`src/include/can_fault_pkg.sv`:
```
// constants and types shared by the bus fault manager
package can_fault_pkg;
   // register byte offsets on the apb port
   localparam logic [7:0] CAN_CTRL_OFS = 8'h00;
   localparam logic [7:0] RESET_CTRL_OFS = 8'h04;
   localparam logic [7:0] IO_CTRL_OFS = 8'h08;
   localparam logic [7:0] FAULT_STAT_OFS = 8'h0c;
   // can control register fields
   localparam int MODE_LSB = 0;
   localparam int VARIANT_BIT = 2;
   // reset control register fields
   localparam int WAKE_FLAG_BIT = 0;
   localparam int STUCK_FLAG_BIT = 1;
   // io control register fields
   localparam int GS_SEL_LSB = 0;
   localparam int SHIFT_BIT = 2;
   // fault status register fields
   localparam int OW_H_BIT = 0;
   localparam int OW_L_BIT = 1;
   localparam int FLT_H_BIT = 2;
   localparam int FLT_L_BIT = 3;
   localparam int FLT_L5V_BIT = 4;
   // reset values
   localparam logic [1:0] MODE_RST = 2'h0;
   localparam logic VARIANT_RST = 1'b1;
   localparam logic [1:0] GS_SEL_RST = 2'h0;
   // timing, figures in ns, cycles derived from the clock period
   localparam int CLK_PERIOD_NS = 100;
   localparam int STUCK_TIME_NS = 750000;
   localparam int STUCK_CYC = (STUCK_TIME_NS + CLK_PERIOD_NS - 1) / CLK_PERIOD_NS;
   localparam int TX_REC_TIME_NS = 32000;
   localparam int TX_REC_CYC = (TX_REC_TIME_NS + CLK_PERIOD_NS - 1) / CLK_PERIOD_NS;
   localparam int WAKE_TIME_NS = 16000;
   localparam int WAKE_CYC = (WAKE_TIME_NS + CLK_PERIOD_NS - 1) / CLK_PERIOD_NS;
   localparam int OW_WIN_NS = 1000;
   localparam int OW_WIN_CYC = OW_WIN_NS / CLK_PERIOD_NS;
   localparam int FLT_TIME_NS = 10000;
   localparam int FLT_CYC = (FLT_TIME_NS + CLK_PERIOD_NS - 1) / CLK_PERIOD_NS;
   localparam logic [2:0] OW_LIMIT = 3'h4;
   // interface and chip modes
   typedef enum logic [1:0] {MODE_TRANSMIT_RECEIVE_MODE, MODE_RXONLY, MODE_BATTERY_TERMINATED_MODE} can_mode_t;
   typedef enum logic [1:0] {SBC_NORMAL, SBC_STANDBY, SBC_STOP, SBC_SLEEP} sbc_mode_t;
endpackage : can_fault_pkg

```
`src/verilog/can_fault_manager.sv`:
```
// bus fault manager of a fault tolerant low speed can transceiver
//
// Chosen here: the placing of the registers and the APB slave port.
`timescale 1ns/1ns
`default_nettype none
module can_fault_manager #(
   parameter int STUCK_CYCLES = can_fault_pkg::STUCK_CYC, // stuck dominant timeout
   parameter int FILT_CYCLES = can_fault_pkg::FLT_CYC     // fault detect/recover filter
) (
   input wire logic SYS_CLK_I,                     // 10 mhz system clock
   input wire logic SYS_RST_I,                     // synchronous reset, high
   input wire logic PSEL_I,                        // apb select
   input wire logic PENABLE_I,                     // apb enable
   input wire logic PWRITE_I,                      // apb direction
   input wire logic [7:0] PADDR_I,                 // apb byte address
   input wire logic [31:0] PWDATA_I,               // apb write data
   output logic [31:0] PRDATA_O,                   // apb read data
   output logic PREADY_O,                          // apb ready
   output logic PSLVERR_O,                         // apb error, unmapped
   input wire can_fault_pkg::sbc_mode_t SBC_MODE_I, // chip power mode
   input wire logic TXD_I,                         // transmit pin, low dominant
   input wire logic DIFF_DOM_I,                    // differential receiver dominant
   input wire logic [1:0] SE_DOM_I,                // single-ended dominant, [0] high, [1] low
   input wire logic WAKE_DOM_I,                    // wake comparator sees dominant
   input wire logic HIGH_SHORT_I,                  // high line to 5v or battery
   input wire logic LOW_SHORT_I,                   // low line to gnd, high or battery
   input wire logic LOW_5V_I,                      // low line to 5v
   input wire logic [3:0] GS_BELOW_I,              // high line below each shift level
   output logic RXD_O,                             // receive pin, low dominant
   output logic HIGH_DRV_O,                        // high line driver on
   output logic LOW_DRV_O,                         // low line driver on
   output logic HIGH_TERM_EN_O,                    // high line termination switch
   output logic LOW_TERM_EN_O,                     // low line termination switch
   output logic NORMAL_REQ_O,                      // pulse: go to normal request
   output logic WAKE_INT_O                         // pulse: wake interrupt
);
   import can_fault_pkg::*;

   localparam int SW = 11;
   localparam int CW = 16;
   localparam logic [CW-1:0] STUCK_LIM = CW'(STUCK_CYCLES);
   localparam logic [CW-1:0] TXREC_LIM = CW'(TX_REC_CYC);
   localparam logic [CW-1:0] WAKE_LIM = CW'(WAKE_CYC);
   localparam logic [CW-1:0] FILT_LIM = CW'(FILT_CYCLES);
   localparam logic [3:0] WIN_LIM = 4'(OW_WIN_CYC);

   typedef struct packed {
      logic [SW-1:0] s1;
      logic [SW-1:0] s2;
      logic txd_d;
      logic diff_d;
      logic [1:0] se_d;
      logic [1:0][3:0] win_cnt;
      logic [1:0] win_act;
      logic [1:0] se_tog;
      logic [1:0][2:0] ow_cnt;
      logic [1:0] ow_flag;
      logic [2:0][CW-1:0] flt_cnt;
      logic [2:0] flt;
      logic [CW-1:0] tx_cnt;
      logic stuck;
      logic [CW-1:0] wake_cnt;
      logic wake_act;
      logic [1:0] mode;
      logic later;
      logic [1:0] gs_sel;
      logic shift;
      logic wake_flag;
      logic [31:0] prdata;
      logic pready;
      logic pslverr;
      logic rxd;
      logic hdrv;
      logic ldrv;
      logic hterm;
      logic lterm;
      logic nreq;
      logic wint;
   } state_t;

   state_t cur_ff;
   state_t nxt_ff;

   // synchronised pin view, read only from the second stage
   logic txd_s;
   logic diff_s;
   logic [1:0] se_s;
   logic wake_s;
   logic [2:0] flt_in;
   logic gs0_s1_ff;
   logic gs0_s2_ff;
   logic [3:0] gs_s;
   assign txd_s = cur_ff.s2[0];
   assign diff_s = cur_ff.s2[1];
   assign se_s = cur_ff.s2[3:2];
   assign wake_s = cur_ff.s2[4];
   assign flt_in = cur_ff.s2[7:5];
   assign gs_s = {cur_ff.s2[10:8], gs0_s2_ff};

   // ground shift level 0 has a synchroniser of its own, outside the state struct
   always_ff @(posedge SYS_CLK_I) begin
      if (SYS_RST_I) begin
         gs0_s1_ff <= 1'b0;
         gs0_s2_ff <= 1'b0;
      end else begin
         gs0_s1_ff <= GS_BELOW_I[0];
         gs0_s2_ff <= gs0_s1_ff;
      end
   end

   // next state of the whole state struct
   always_comb begin
      logic eff_battery_terminated_mode;
      logic listening;
      logic diff_edge;
      logic wr;
      logic rd_setup;
      logic wake_evt;
      logic [3:0] gs_all;
      nxt_ff = cur_ff;
      eff_battery_terminated_mode = 1'b0;
      listening = 1'b0;
      diff_edge = 1'b0;
      wr = 1'b0;
      rd_setup = 1'b0;
      wake_evt = 1'b0;
      gs_all = gs_s;

      // two-stage synchronisers
      nxt_ff.s1 = {GS_BELOW_I[3:1], LOW_5V_I, LOW_SHORT_I, HIGH_SHORT_I, WAKE_DOM_I, SE_DOM_I, DIFF_DOM_I, TXD_I};
      nxt_ff.s2 = cur_ff.s1;
      nxt_ff.txd_d = txd_s;
      nxt_ff.diff_d = diff_s;
      nxt_ff.se_d = se_s;
      nxt_ff.nreq = 1'b0;
      nxt_ff.wint = 1'b0;

      // low power chip modes force battery termination
      eff_battery_terminated_mode = (cur_ff.mode == MODE_BATTERY_TERMINATED_MODE) || (SBC_MODE_I == SBC_STOP) || (SBC_MODE_I == SBC_SLEEP);
      listening = !eff_battery_terminated_mode;

      // fault filters: same delay for detection and recovery
      for (int f = 0; f < 3; f++) begin
         if (!listening || flt_in[f] == cur_ff.flt[f]) begin
            nxt_ff.flt_cnt[f] = '0;
            if (!listening) begin
               nxt_ff.flt[f] = 1'b0;
            end
         end else if (cur_ff.flt_cnt[f] >= FILT_LIM - CW'(1)) begin
            nxt_ff.flt_cnt[f] = '0;
            nxt_ff.flt[f] = flt_in[f];
         end else begin
            nxt_ff.flt_cnt[f] = cur_ff.flt_cnt[f] + CW'(1);
         end
      end

      // open wire check per line, only when not transmitting
      diff_edge = diff_s != cur_ff.diff_d;
      for (int i = 0; i < 2; i++) begin
         if (!listening || !txd_s) begin
            nxt_ff.win_act[i] = 1'b0;
         end else if (diff_edge && !cur_ff.win_act[i]) begin
            nxt_ff.win_act[i] = 1'b1;
            nxt_ff.win_cnt[i] = '0;
            nxt_ff.se_tog[i] = se_s[i] != cur_ff.se_d[i];
         end else if (cur_ff.win_act[i]) begin
            if (se_s[i] != cur_ff.se_d[i]) begin
               nxt_ff.se_tog[i] = 1'b1;
            end
            nxt_ff.win_cnt[i] = cur_ff.win_cnt[i] + 4'h1;
            if (cur_ff.win_cnt[i] >= WIN_LIM - 4'h1) begin
               nxt_ff.win_act[i] = 1'b0;
               if (!cur_ff.ow_flag[i]) begin
                  if (!cur_ff.se_tog[i] && se_s[i] == cur_ff.se_d[i]) begin
                     nxt_ff.ow_cnt[i] = cur_ff.ow_cnt[i] + 3'h1;
                     if (cur_ff.ow_cnt[i] + 3'h1 >= OW_LIMIT) begin
                        nxt_ff.ow_flag[i] = 1'b1;
                     end
                  end
               end else if (se_s[i]) begin
                  nxt_ff.ow_cnt[i] = cur_ff.ow_cnt[i] - 3'h1;
                  if (cur_ff.ow_cnt[i] <= 3'h1) begin
                     nxt_ff.ow_cnt[i] = '0;
                     nxt_ff.ow_flag[i] = 1'b0;
                  end
               end else if (cur_ff.later && cur_ff.ow_cnt[i] < OW_LIMIT) begin
                  nxt_ff.ow_cnt[i] = cur_ff.ow_cnt[i] + 3'h1;
               end
            end
         end
      end

      // stuck dominant timeout and recovery on the tx input
      if (!cur_ff.stuck) begin
         nxt_ff.tx_cnt = txd_s ? '0 : cur_ff.tx_cnt + CW'(1);
         if (!txd_s && cur_ff.tx_cnt >= STUCK_LIM - CW'(1)) begin
            nxt_ff.stuck = 1'b1;
            nxt_ff.tx_cnt = '0;
         end
      end else begin
         nxt_ff.tx_cnt = txd_s ? cur_ff.tx_cnt + CW'(1) : '0;
         if (txd_s && cur_ff.tx_cnt >= TXREC_LIM) begin
            nxt_ff.stuck = 1'b0;
            nxt_ff.tx_cnt = '0;
         end
      end

      // wake filter on the wake comparator
      if (!eff_battery_terminated_mode || !wake_s) begin
         nxt_ff.wake_cnt = '0;
         nxt_ff.wake_act = 1'b0;
      end else if (!cur_ff.wake_act) begin
         nxt_ff.wake_cnt = cur_ff.wake_cnt + CW'(1);
         if (cur_ff.wake_cnt >= WAKE_LIM - CW'(1)) begin
            nxt_ff.wake_act = 1'b1;
            wake_evt = 1'b1;
         end
      end
      if (wake_evt && SBC_MODE_I == SBC_SLEEP) begin
         nxt_ff.nreq = 1'b1;
      end
      if (wake_evt && SBC_MODE_I == SBC_STOP) begin
         nxt_ff.wint = 1'b1;
      end

      // ground shift result replaced at each tx falling edge while listening, unfiltered
      if (cur_ff.txd_d && !txd_s && listening) begin
         nxt_ff.shift = gs_all[cur_ff.gs_sel];
      end

      // apb: registered answer, ready in the access cycle
      rd_setup = PSEL_I && !PENABLE_I;
      wr = PSEL_I && PENABLE_I && cur_ff.pready && PWRITE_I && !cur_ff.pslverr;
      nxt_ff.pready = rd_setup;
      nxt_ff.pslverr = 1'b0;
      nxt_ff.prdata = '0;
      if (rd_setup) begin
         unique case (PADDR_I)
            CAN_CTRL_OFS: begin
               nxt_ff.prdata[MODE_LSB +: 2] = cur_ff.mode;
               nxt_ff.prdata[VARIANT_BIT] = cur_ff.later;
            end
            RESET_CTRL_OFS: begin
               nxt_ff.prdata[WAKE_FLAG_BIT] = cur_ff.wake_flag;
               nxt_ff.prdata[STUCK_FLAG_BIT] = cur_ff.stuck;
            end
            IO_CTRL_OFS: begin
               nxt_ff.prdata[GS_SEL_LSB +: 2] = cur_ff.gs_sel;
               nxt_ff.prdata[SHIFT_BIT] = cur_ff.shift;
            end
            FAULT_STAT_OFS: begin
               nxt_ff.prdata[OW_H_BIT] = cur_ff.ow_flag[0];
               nxt_ff.prdata[OW_L_BIT] = cur_ff.ow_flag[1];
               nxt_ff.prdata[FLT_H_BIT] = cur_ff.flt[0];
               nxt_ff.prdata[FLT_L_BIT] = cur_ff.flt[1];
               nxt_ff.prdata[FLT_L5V_BIT] = cur_ff.flt[2];
            end
            default: nxt_ff.pslverr = 1'b1;
         endcase
      end
      if (wr && PADDR_I == CAN_CTRL_OFS) begin
         nxt_ff.mode = PWDATA_I[MODE_LSB +: 2];
         nxt_ff.later = PWDATA_I[VARIANT_BIT];
      end
      if (wr && PADDR_I == IO_CTRL_OFS) begin
         nxt_ff.gs_sel = PWDATA_I[GS_SEL_LSB +: 2];
      end
      // wake flag: write one to clear, a new wake wins
      if (wr && PADDR_I == RESET_CTRL_OFS && PWDATA_I[WAKE_FLAG_BIT]) begin
         nxt_ff.wake_flag = 1'b0;
      end
      if (wake_evt && (SBC_MODE_I == SBC_SLEEP || SBC_MODE_I == SBC_STOP)) begin
         nxt_ff.wake_flag = 1'b1;
      end

      // line drivers and terminations from the filtered fault classes
      nxt_ff.hdrv = (cur_ff.mode == MODE_TRANSMIT_RECEIVE_MODE) && !eff_battery_terminated_mode && !cur_ff.flt[0] && !cur_ff.stuck && !txd_s;
      nxt_ff.ldrv = (cur_ff.mode == MODE_TRANSMIT_RECEIVE_MODE) && !eff_battery_terminated_mode && !cur_ff.flt[1] && !cur_ff.stuck && !txd_s;
      nxt_ff.hterm = !cur_ff.flt[0];
      nxt_ff.lterm = !cur_ff.flt[1];

      // receive pin source selection
      if (eff_battery_terminated_mode) begin
         if (cur_ff.later && (SBC_MODE_I == SBC_NORMAL || SBC_MODE_I == SBC_STANDBY)) begin
            nxt_ff.rxd = !(cur_ff.wake_act || (wake_s && cur_ff.wake_cnt >= WAKE_LIM - CW'(1)));
         end else begin
            nxt_ff.rxd = 1'b1;
         end
      end else if (cur_ff.flt[1]) begin
         nxt_ff.rxd = !se_s[0];
      end else if (cur_ff.flt[0]) begin
         nxt_ff.rxd = !se_s[1];
      end else begin
         nxt_ff.rxd = !diff_s;
      end
   end

   // single state register
   always_ff @(posedge SYS_CLK_I) begin
      if (SYS_RST_I) begin
         cur_ff <= '0;
         cur_ff.s1 <= SW'(1); // idle pins: tx recessive, bus quiet, no fault, so no false edge
         cur_ff.s2 <= SW'(1);
         cur_ff.txd_d <= 1'b1;
         cur_ff.mode <= MODE_RST;
         cur_ff.later <= VARIANT_RST;
         cur_ff.gs_sel <= GS_SEL_RST;
         cur_ff.rxd <= 1'b1;
         cur_ff.hterm <= 1'b1;
         cur_ff.lterm <= 1'b1;
      end else begin
         cur_ff <= nxt_ff;
      end
   end

   assign PRDATA_O = cur_ff.prdata;
   assign PREADY_O = cur_ff.pready;
   assign PSLVERR_O = cur_ff.pslverr;
   assign RXD_O = cur_ff.rxd;
   assign HIGH_DRV_O = cur_ff.hdrv;
   assign LOW_DRV_O = cur_ff.ldrv;
   assign HIGH_TERM_EN_O = cur_ff.hterm;
   assign LOW_TERM_EN_O = cur_ff.lterm;
   assign NORMAL_REQ_O = cur_ff.nreq;
   assign WAKE_INT_O = cur_ff.wint;
endmodule : can_fault_manager
`default_nettype wire

```
`config.mk`:
```
export PLATFORM = sky130hd
export DESIGN_NAME = can_fault_manager
export DESIGN_NICKNAME = d
export VERILOG_FILES = /design/src/include/can_fault_pkg.sv /design/src/verilog/can_fault_manager.sv
export SDC_FILE = /design/constraint.sdc
export NUM_CORES = 1
export LEC_CHECK = 0
export BUFFER_PORTS_ARGS = -buffer_cell sky130_fd_sc_hd__buf_2
export CORE_MARGIN = 2
export CORE_UTILIZATION = 60
export DETAILED_ROUTE_END_ITERATION = 12
export PLACE_DENSITY = 0.94
export SYNTH_ARGS = -nofsm -noshare
export SYNTH_HDL_FRONTEND = slang
export SYNTH_SLANG_ARGS = --single-unit
```
`constraint.sdc`:
```
create_clock -name SYS_CLK_I -period 5.1 [get_ports SYS_CLK_I]
set_input_delay 0.765 -clock SYS_CLK_I [delete_from_list [all_inputs] [get_ports SYS_CLK_I]]
set_output_delay 0.765 -clock SYS_CLK_I [all_outputs]
set_load 0.005 [all_outputs]
```
==> run metrics, run 1 <==
clock tree buffer depth=2; Setup TNS Final=0 ns; DRT Wirelength=12900 um; drt wl/cell=15.4 um; cell with the most instances after synthesis=dfxtp_1; Nets=771; Async S/R FF share, synth=0; status=completed; Post-synth EDFFs=0; Die Y=105 um; initial antenna violation count=0; Yosys Warn Count=0; largest net degree at the start of global routing=55; total track usage=0.241; Placed Instance Area=6410 um^2; GR Overflow Total=0; Final Hold Fails=0; mapped cell area=6120 um^2; # DRC=0; vias in the first global route=4524; # setup viols final=0; cts hold-fix bufs=0; Static Leak=2.82 nW; CTS Buf Count=17; Clock Tree Root=clkbuf_8; max_slew headroom=0.151; max-cap violations=0; Crit Path Category=primary input to flop; Min Clock Period, post-route=2.24 ns; vias=4543; Antenna diodes=0; RSZ-0062 raised after global routing=no; CP Data Required Time=5.55 ns; Distinct cells, synth=64; Synth-to-Final Area Change=14.9%; TritonCTS clock tree=done; f_max=447 MHz; VDD IR-drop max=0.000196 V; post-DR vias/cell=5.40; Worst path max stage delay=0.80 ns; DR iter-0 viols=292; post-route ant nets=0; CP Capture Type=flop; Worst-Skew Late Latency=0.53 ns; PwrDens=370 nW/um^2; leading area contributor after synthesis=dfxtp_1; PostCTS Resize Cnt=0; Area contributors post-synth=dfxtp_1 50%, nor2_1 5.3%, xor2_1 4.2%, buf_4 3.9%, ha_1 3.5%; commonest cells in the netlist=154 x dfxtp_1, 86 x nor2_1, 34 x nor2b_1; clk_skew=0.00872 ns; flops & latches, synth=154; worst hold path type=flop to flop; H-tree depth=4; slowest CP cell=nor3_1; crit-path cells=buf_2, buf_4, nor3_1, nand3_1, nor2_1; Util after Layout=0.716; Post-DP HPWL=8340 um; Main synth FF type=dfxtp_1; synthesized area per cell=9.80 um^2; cell area after layout=7030 um^2; port buffer count=43; share of layout cells above drive strength 1=0.131; Post-CTS Setup Inserts=0; DRT Pass-1 Iters=5; GP Congestion=0.852; row count=36; Seq/Total Area, Yosys=0.504; clock sinks=154; Synth Instances=624; area of the core=9820 um^2; CP Launch Type=primary input; Slew Viols, Final=0; DIE AREA=11000 um^2; Starting Density=0.623; Crit Path Max Fanout=54; worst endpoint data arrival time=2.69 ns; wire length of the first global-routing pass=21100 um; final worst path period share=0.439; chip width=105 um; Worst-path clk slew=0.06 ns; Ports=100; post-synth top area share=0.504; Worst Tran Pin Value=1.27 ns
==> worst max-delay path, delay by kind of cell <==
family	cells	cell delay (ns)
and+or+nand+nor	3	1.51
buffers and inverters	2	0.40
==> per-stage QoR <==
step	power, mW	cells	hold WS (ns)	setup WS, ns
6_report	2.60	841	0.412	2.86
3_3_place_gp	1.33	809	0.393	2.75
4_1_cts	2.61	841	0.404	2.97
3_5_place_dp	1.33	809	0.398	2.64
5_1_grt	2.68	841	0.415	2.83
2_1_floorplan	1.32	680	0.389	3.10
==> placed cells by master (no fill, tap or decap), types with 4 or more instances in the layout <==
| master | Yosys | final |
|---|---|---|
| buf_2 | 3 | 43 |
| conb_1 | 1 | 57 |
| and3_1 | 15 | 15 |
| nor2_1 | 86 | 86 |
| dfxtp_1 | 154 | 154 |
| ha_1 | 17 | 17 |
| nor4_1 | 10 | 10 |
| clkbuf_8 | 0 | 4 |
| o21ai_0 | 13 | 13 |
| nor3b_1 | 5 | 5 |
| nor3_1 | 10 | 10 |
| xnor2_1 | 22 | 22 |
| a21oi_1 | 12 | 12 |
| inv_1 | 25 | 25 |
| a211oi_1 | 6 | 6 |
| nand3_1 | 19 | 19 |
| mux2i_1 | 13 | 13 |
| clkbuf_16 | 0 | 16 |
| nor2b_1 | 34 | 34 |
| xor2_1 | 29 | 29 |
| nand4_1 | 8 | 8 |
| o211ai_1 | 4 | 4 |
| nand2_1 | 32 | 32 |
| and2_1 | 4 | 4 |
==> registers in the layout, indices dropped and copies added (netlist names) <==
signal / flops
LOW_TERM_EN_O: 1
PRDATA_O: 5
gs0_s1_ff: 1
RXD_O: 1
HIGH_DRV_O: 1
NORMAL_REQ_O: 1
PSLVERR_O: 1
LOW_DRV_O: 1
cur_ff: 138
WAKE_INT_O: 1
HIGH_TERM_EN_O: 1
PREADY_O: 1
gs0_s2_ff: 1
==> kinds of logic after synthesis <==
kind of cell               count (synthesis)  share of synthesized area
AOI/OAI and AO/OA                         61                     0.0700
other                                      1                   0.000613
and+or+nand+nor                          248                      0.215
DFF                                      154                      0.504
xor gates and xnor gates                  51                     0.0730
buffers and inverters                     74                     0.0659
muxes                                     18                     0.0366
adders and majority gates                 17                     0.0348
==> cell type report <==
cell class / count / area (um^2)
clock buffer: 21 / 459
clock inverter: 11 / 160
fill: 680 / 2790
inverter: 26 / 97.6
multi-input combinational: 452 / 2840
sequential: 154 / 3080
tap: 133 / 166
timing repair buffer: 44 / 223
==> power breakdown <==
group | leakage (nW) | total, mW | internal [mW] | switching, mW
clock | 0.297 | 1.29 | 0.794 | 0.498
combinational | 1.26 | 0.0693 | 0.0266 | 0.0428
sequential | 1.26 | 1.24 | 1.23 | 0.0134
==> worst paths after layout <==
path                                        startpoint                        to  slack, ns  depth (start not counted)
worst max register to register  cur_ff[157]$_SDFF_PP1_  cur_ff[152]$_SDFFE_PP0P_       2.96                          4
worst max-delay path                         SYS_RST_I     cur_ff[87]$_SDFF_PP0_       2.86                          5
worst min-delay path            cur_ff[168]$_SDFF_PP1_    cur_ff[157]$_SDFF_PP1_       0.41                          1
worst min register to register  cur_ff[168]$_SDFF_PP1_    cur_ff[157]$_SDFF_PP1_       0.41                          1
==> layer usage <==
metal	routed length [um]	track usage	vias to the layer above
met5	0	0	-
met4	331	0.103	0
met3	675	0.0580	30
met2	6790	0.442	152
met1	5120	0.263	2176
li1	-	-	2185
(Power assumes the default switching activity.)
==> run 2: changes to the inputs <==
ABC_AREA = 1   (was not set)
CORE_UTILIZATION = 51   (was 60)
PLACE_DENSITY = 0.86   (was 0.94)
clock period = 1.81 ns   (was 5.1 ns; I/O delays follow)
==> run metrics, run 2 <==
Die Y=117 um; # setup viols final=0; slowest CP cell=dfxtp_1; Antenna diodes=0; DIE AREA=13700 um^2; vias in the first global route=4841; synthesized area per cell=7.60 um^2; DR iter-0 viols=411; Util after Layout=0.599; total track usage=0.194; crit-path cells=inv_1, ha_1, nand2_1, nand3_1, nor2_1, nand3_1, o21ai_0, nor2_1; cell with the most instances after synthesis=nand2_1; CP Launch Type=flop; Ports=100; Slew Viols, Final=0; TritonCTS clock tree=done; most common cell after layout, fill and taps aside=nand2_1; final worst path period share=0.888; largest net degree at the start of global routing=36; Post-synth EDFFs=0; post-route insts no fill=1124; Worst-Skew Late Latency=0.43 ns; RSZ-0062 raised after global routing=no; drt wl/cell=10.8 um; hold_ws=0.0231 ns; flops & latches, synth=154; Area contributors post-synth=dfxtp_1 47%, nand2_1 9.5%, nor2_1 7.8%, inv_1 6.7%, nand3_1 4.8%; Largest register FFs=138; CTS Buf Count=17; DRT Wirelength=12200 um; commonest non-fill, non-tap cells in the layout=164 x nand2_1, 154 x dfxtp_1, 135 x nor2_1; clock sinks=154; GR Overflow Total=0; share of layout cells above drive strength 1=0.111; Post-CTS Setup Inserts=0; Distinct cells, synth=36; mapped cell area=6510 um^2; Seq/Total Area, Yosys=0.473; vias=5291; cts hold-fix bufs=0; Crit Path Category=flop to flop; DRT Pass-1 Iters=5; post-synth top area share=0.473; port buffer count=43; CP Data Required Time=2.12 ns; row count=41; status=completed; max-cap violations=0; Synth Instances=857; VDD IR-drop max=0.000583 V; GP Congestion=0.893; placed cells=1092; largest register by flop count=cur_ff; post-DR vias/cell=4.71; chip width=117 um; f_max=622 MHz; Setup TNS Final=0 ns; Async S/R FF share, synth=0; # DRC=0; Clock Tree Root=clkbuf_16; Worst path max stage delay=0.40 ns; clock tree buffer depth=2; Synth-to-Final Area Change=15.6%; Nets=1015; wire length of the first global-routing pass=20900 um; Crit path max-delay family=simple AND/OR/NAND/NOR gates; overall power=7.37 mW; WP buf/inv=1; Worst-path clk slew=0.06 ns; Main synth FF type=dfxtp_1; initial antenna violation count=0; Static Leak=3.32 nW; worst endpoint data arrival time=1.92 ns; post-route ant nets=0; commonest cells in the netlist=164 x nand2_1, 154 x dfxtp_1, 135 x nor2_1; H-tree depth=4; PwrDens=979 nW/um^2; clk_skew=0.0107 ns; leading area contributor after synthesis=dfxtp_1; Min Clock Period, post-route=1.61 ns; Crit Path Max Fanout=5; Post-DP HPWL=8650 um; worst hold path type=primary input to flop; Final Hold Fails=0; CP Capture Type=flop; area of the core=12600 um^2; Yosys Warn Count=0; Starting Density=0.518
[run 2: power by group]
part | internal (mW) | leakage (nW) | total [mW] | switching (mW)
Clock | 2.26 | 0.298 | 3.65 | 1.39
Combinational | 0.0758 | 1.76 | 0.226 | 0.150
Sequential | 3.46 | 1.26 | 3.49 | 0.0284
Total | 5.80 | 3.32 | 7.37 | 1.57
[run 2: kinds of logic after synthesis]
logic type / after synthesis / synth area share
compound gates: 65 / 0.0528
xor+xnor: 30 / 0.0403
fa+ha+maj: 17 / 0.0327
buf+inv: 162 / 0.115
flops: 154 / 0.473
other cells: 1 / 0.000576
simple gates: 428 / 0.285
[run 2: path summary, 6_finish.rpt]
path | slack, ns | endpoint | start | cells past startpoint
worst min-delay path | 0.02 | WAKE_INT_O$_SDFF_PP0_ | SBC_MODE_I[0] | 2
worst max-delay path | 0.20 | cur_ff[139]$_SDFFE_PP0P_ | cur_ff[149]$_SDFFE_PP0P_ | 8
worst max register to register | 0.20 | cur_ff[139]$_SDFFE_PP0P_ | cur_ff[149]$_SDFFE_PP0P_ | 8
worst min register to register | 0.40 | cur_ff[163]$_SDFF_PP0_ | cur_ff[174]$_SDFF_PP0_ | 2
[run 2: timing repair]
item | CTS | global route
gates resized for setup | 0 | 1
endpoints found under the setup margin | 0 | 3
hold endpoints to repair | 0 | 0
[run 2: cell type report]
type	instances	area (um^2)
clock buffers	20	457
clock inverters	12	163
fillers	1055	5040
inverters	120	450
multi-input cells	597	2900
flip-flops and latches	154	3080
well taps	172	215
repair buffers	49	260
[run 2: through the flow]
| step | cell area, um^2 | worst slack, ns |
|---|---|---|
| final | 7530 | 0.203 |
| after detailed placement | 6900 | 0.132 |
| after global placement | 6900 | 0.187 |
| after CTS | 7520 | 0.116 |
| after floorplan | 6720 | 0.364 |
| after global routing | 7530 | 0.000793 |
[run 2: per-layer routing]
layer	global-route usage	share of wire	vias to the layer above
met5	0	0	-
met1	0.233	0.46	2362
met4	0.0910	0.026	0
met3	0.0479	0.052	27
li1	-	-	2750
met2	0.329	0.46	152
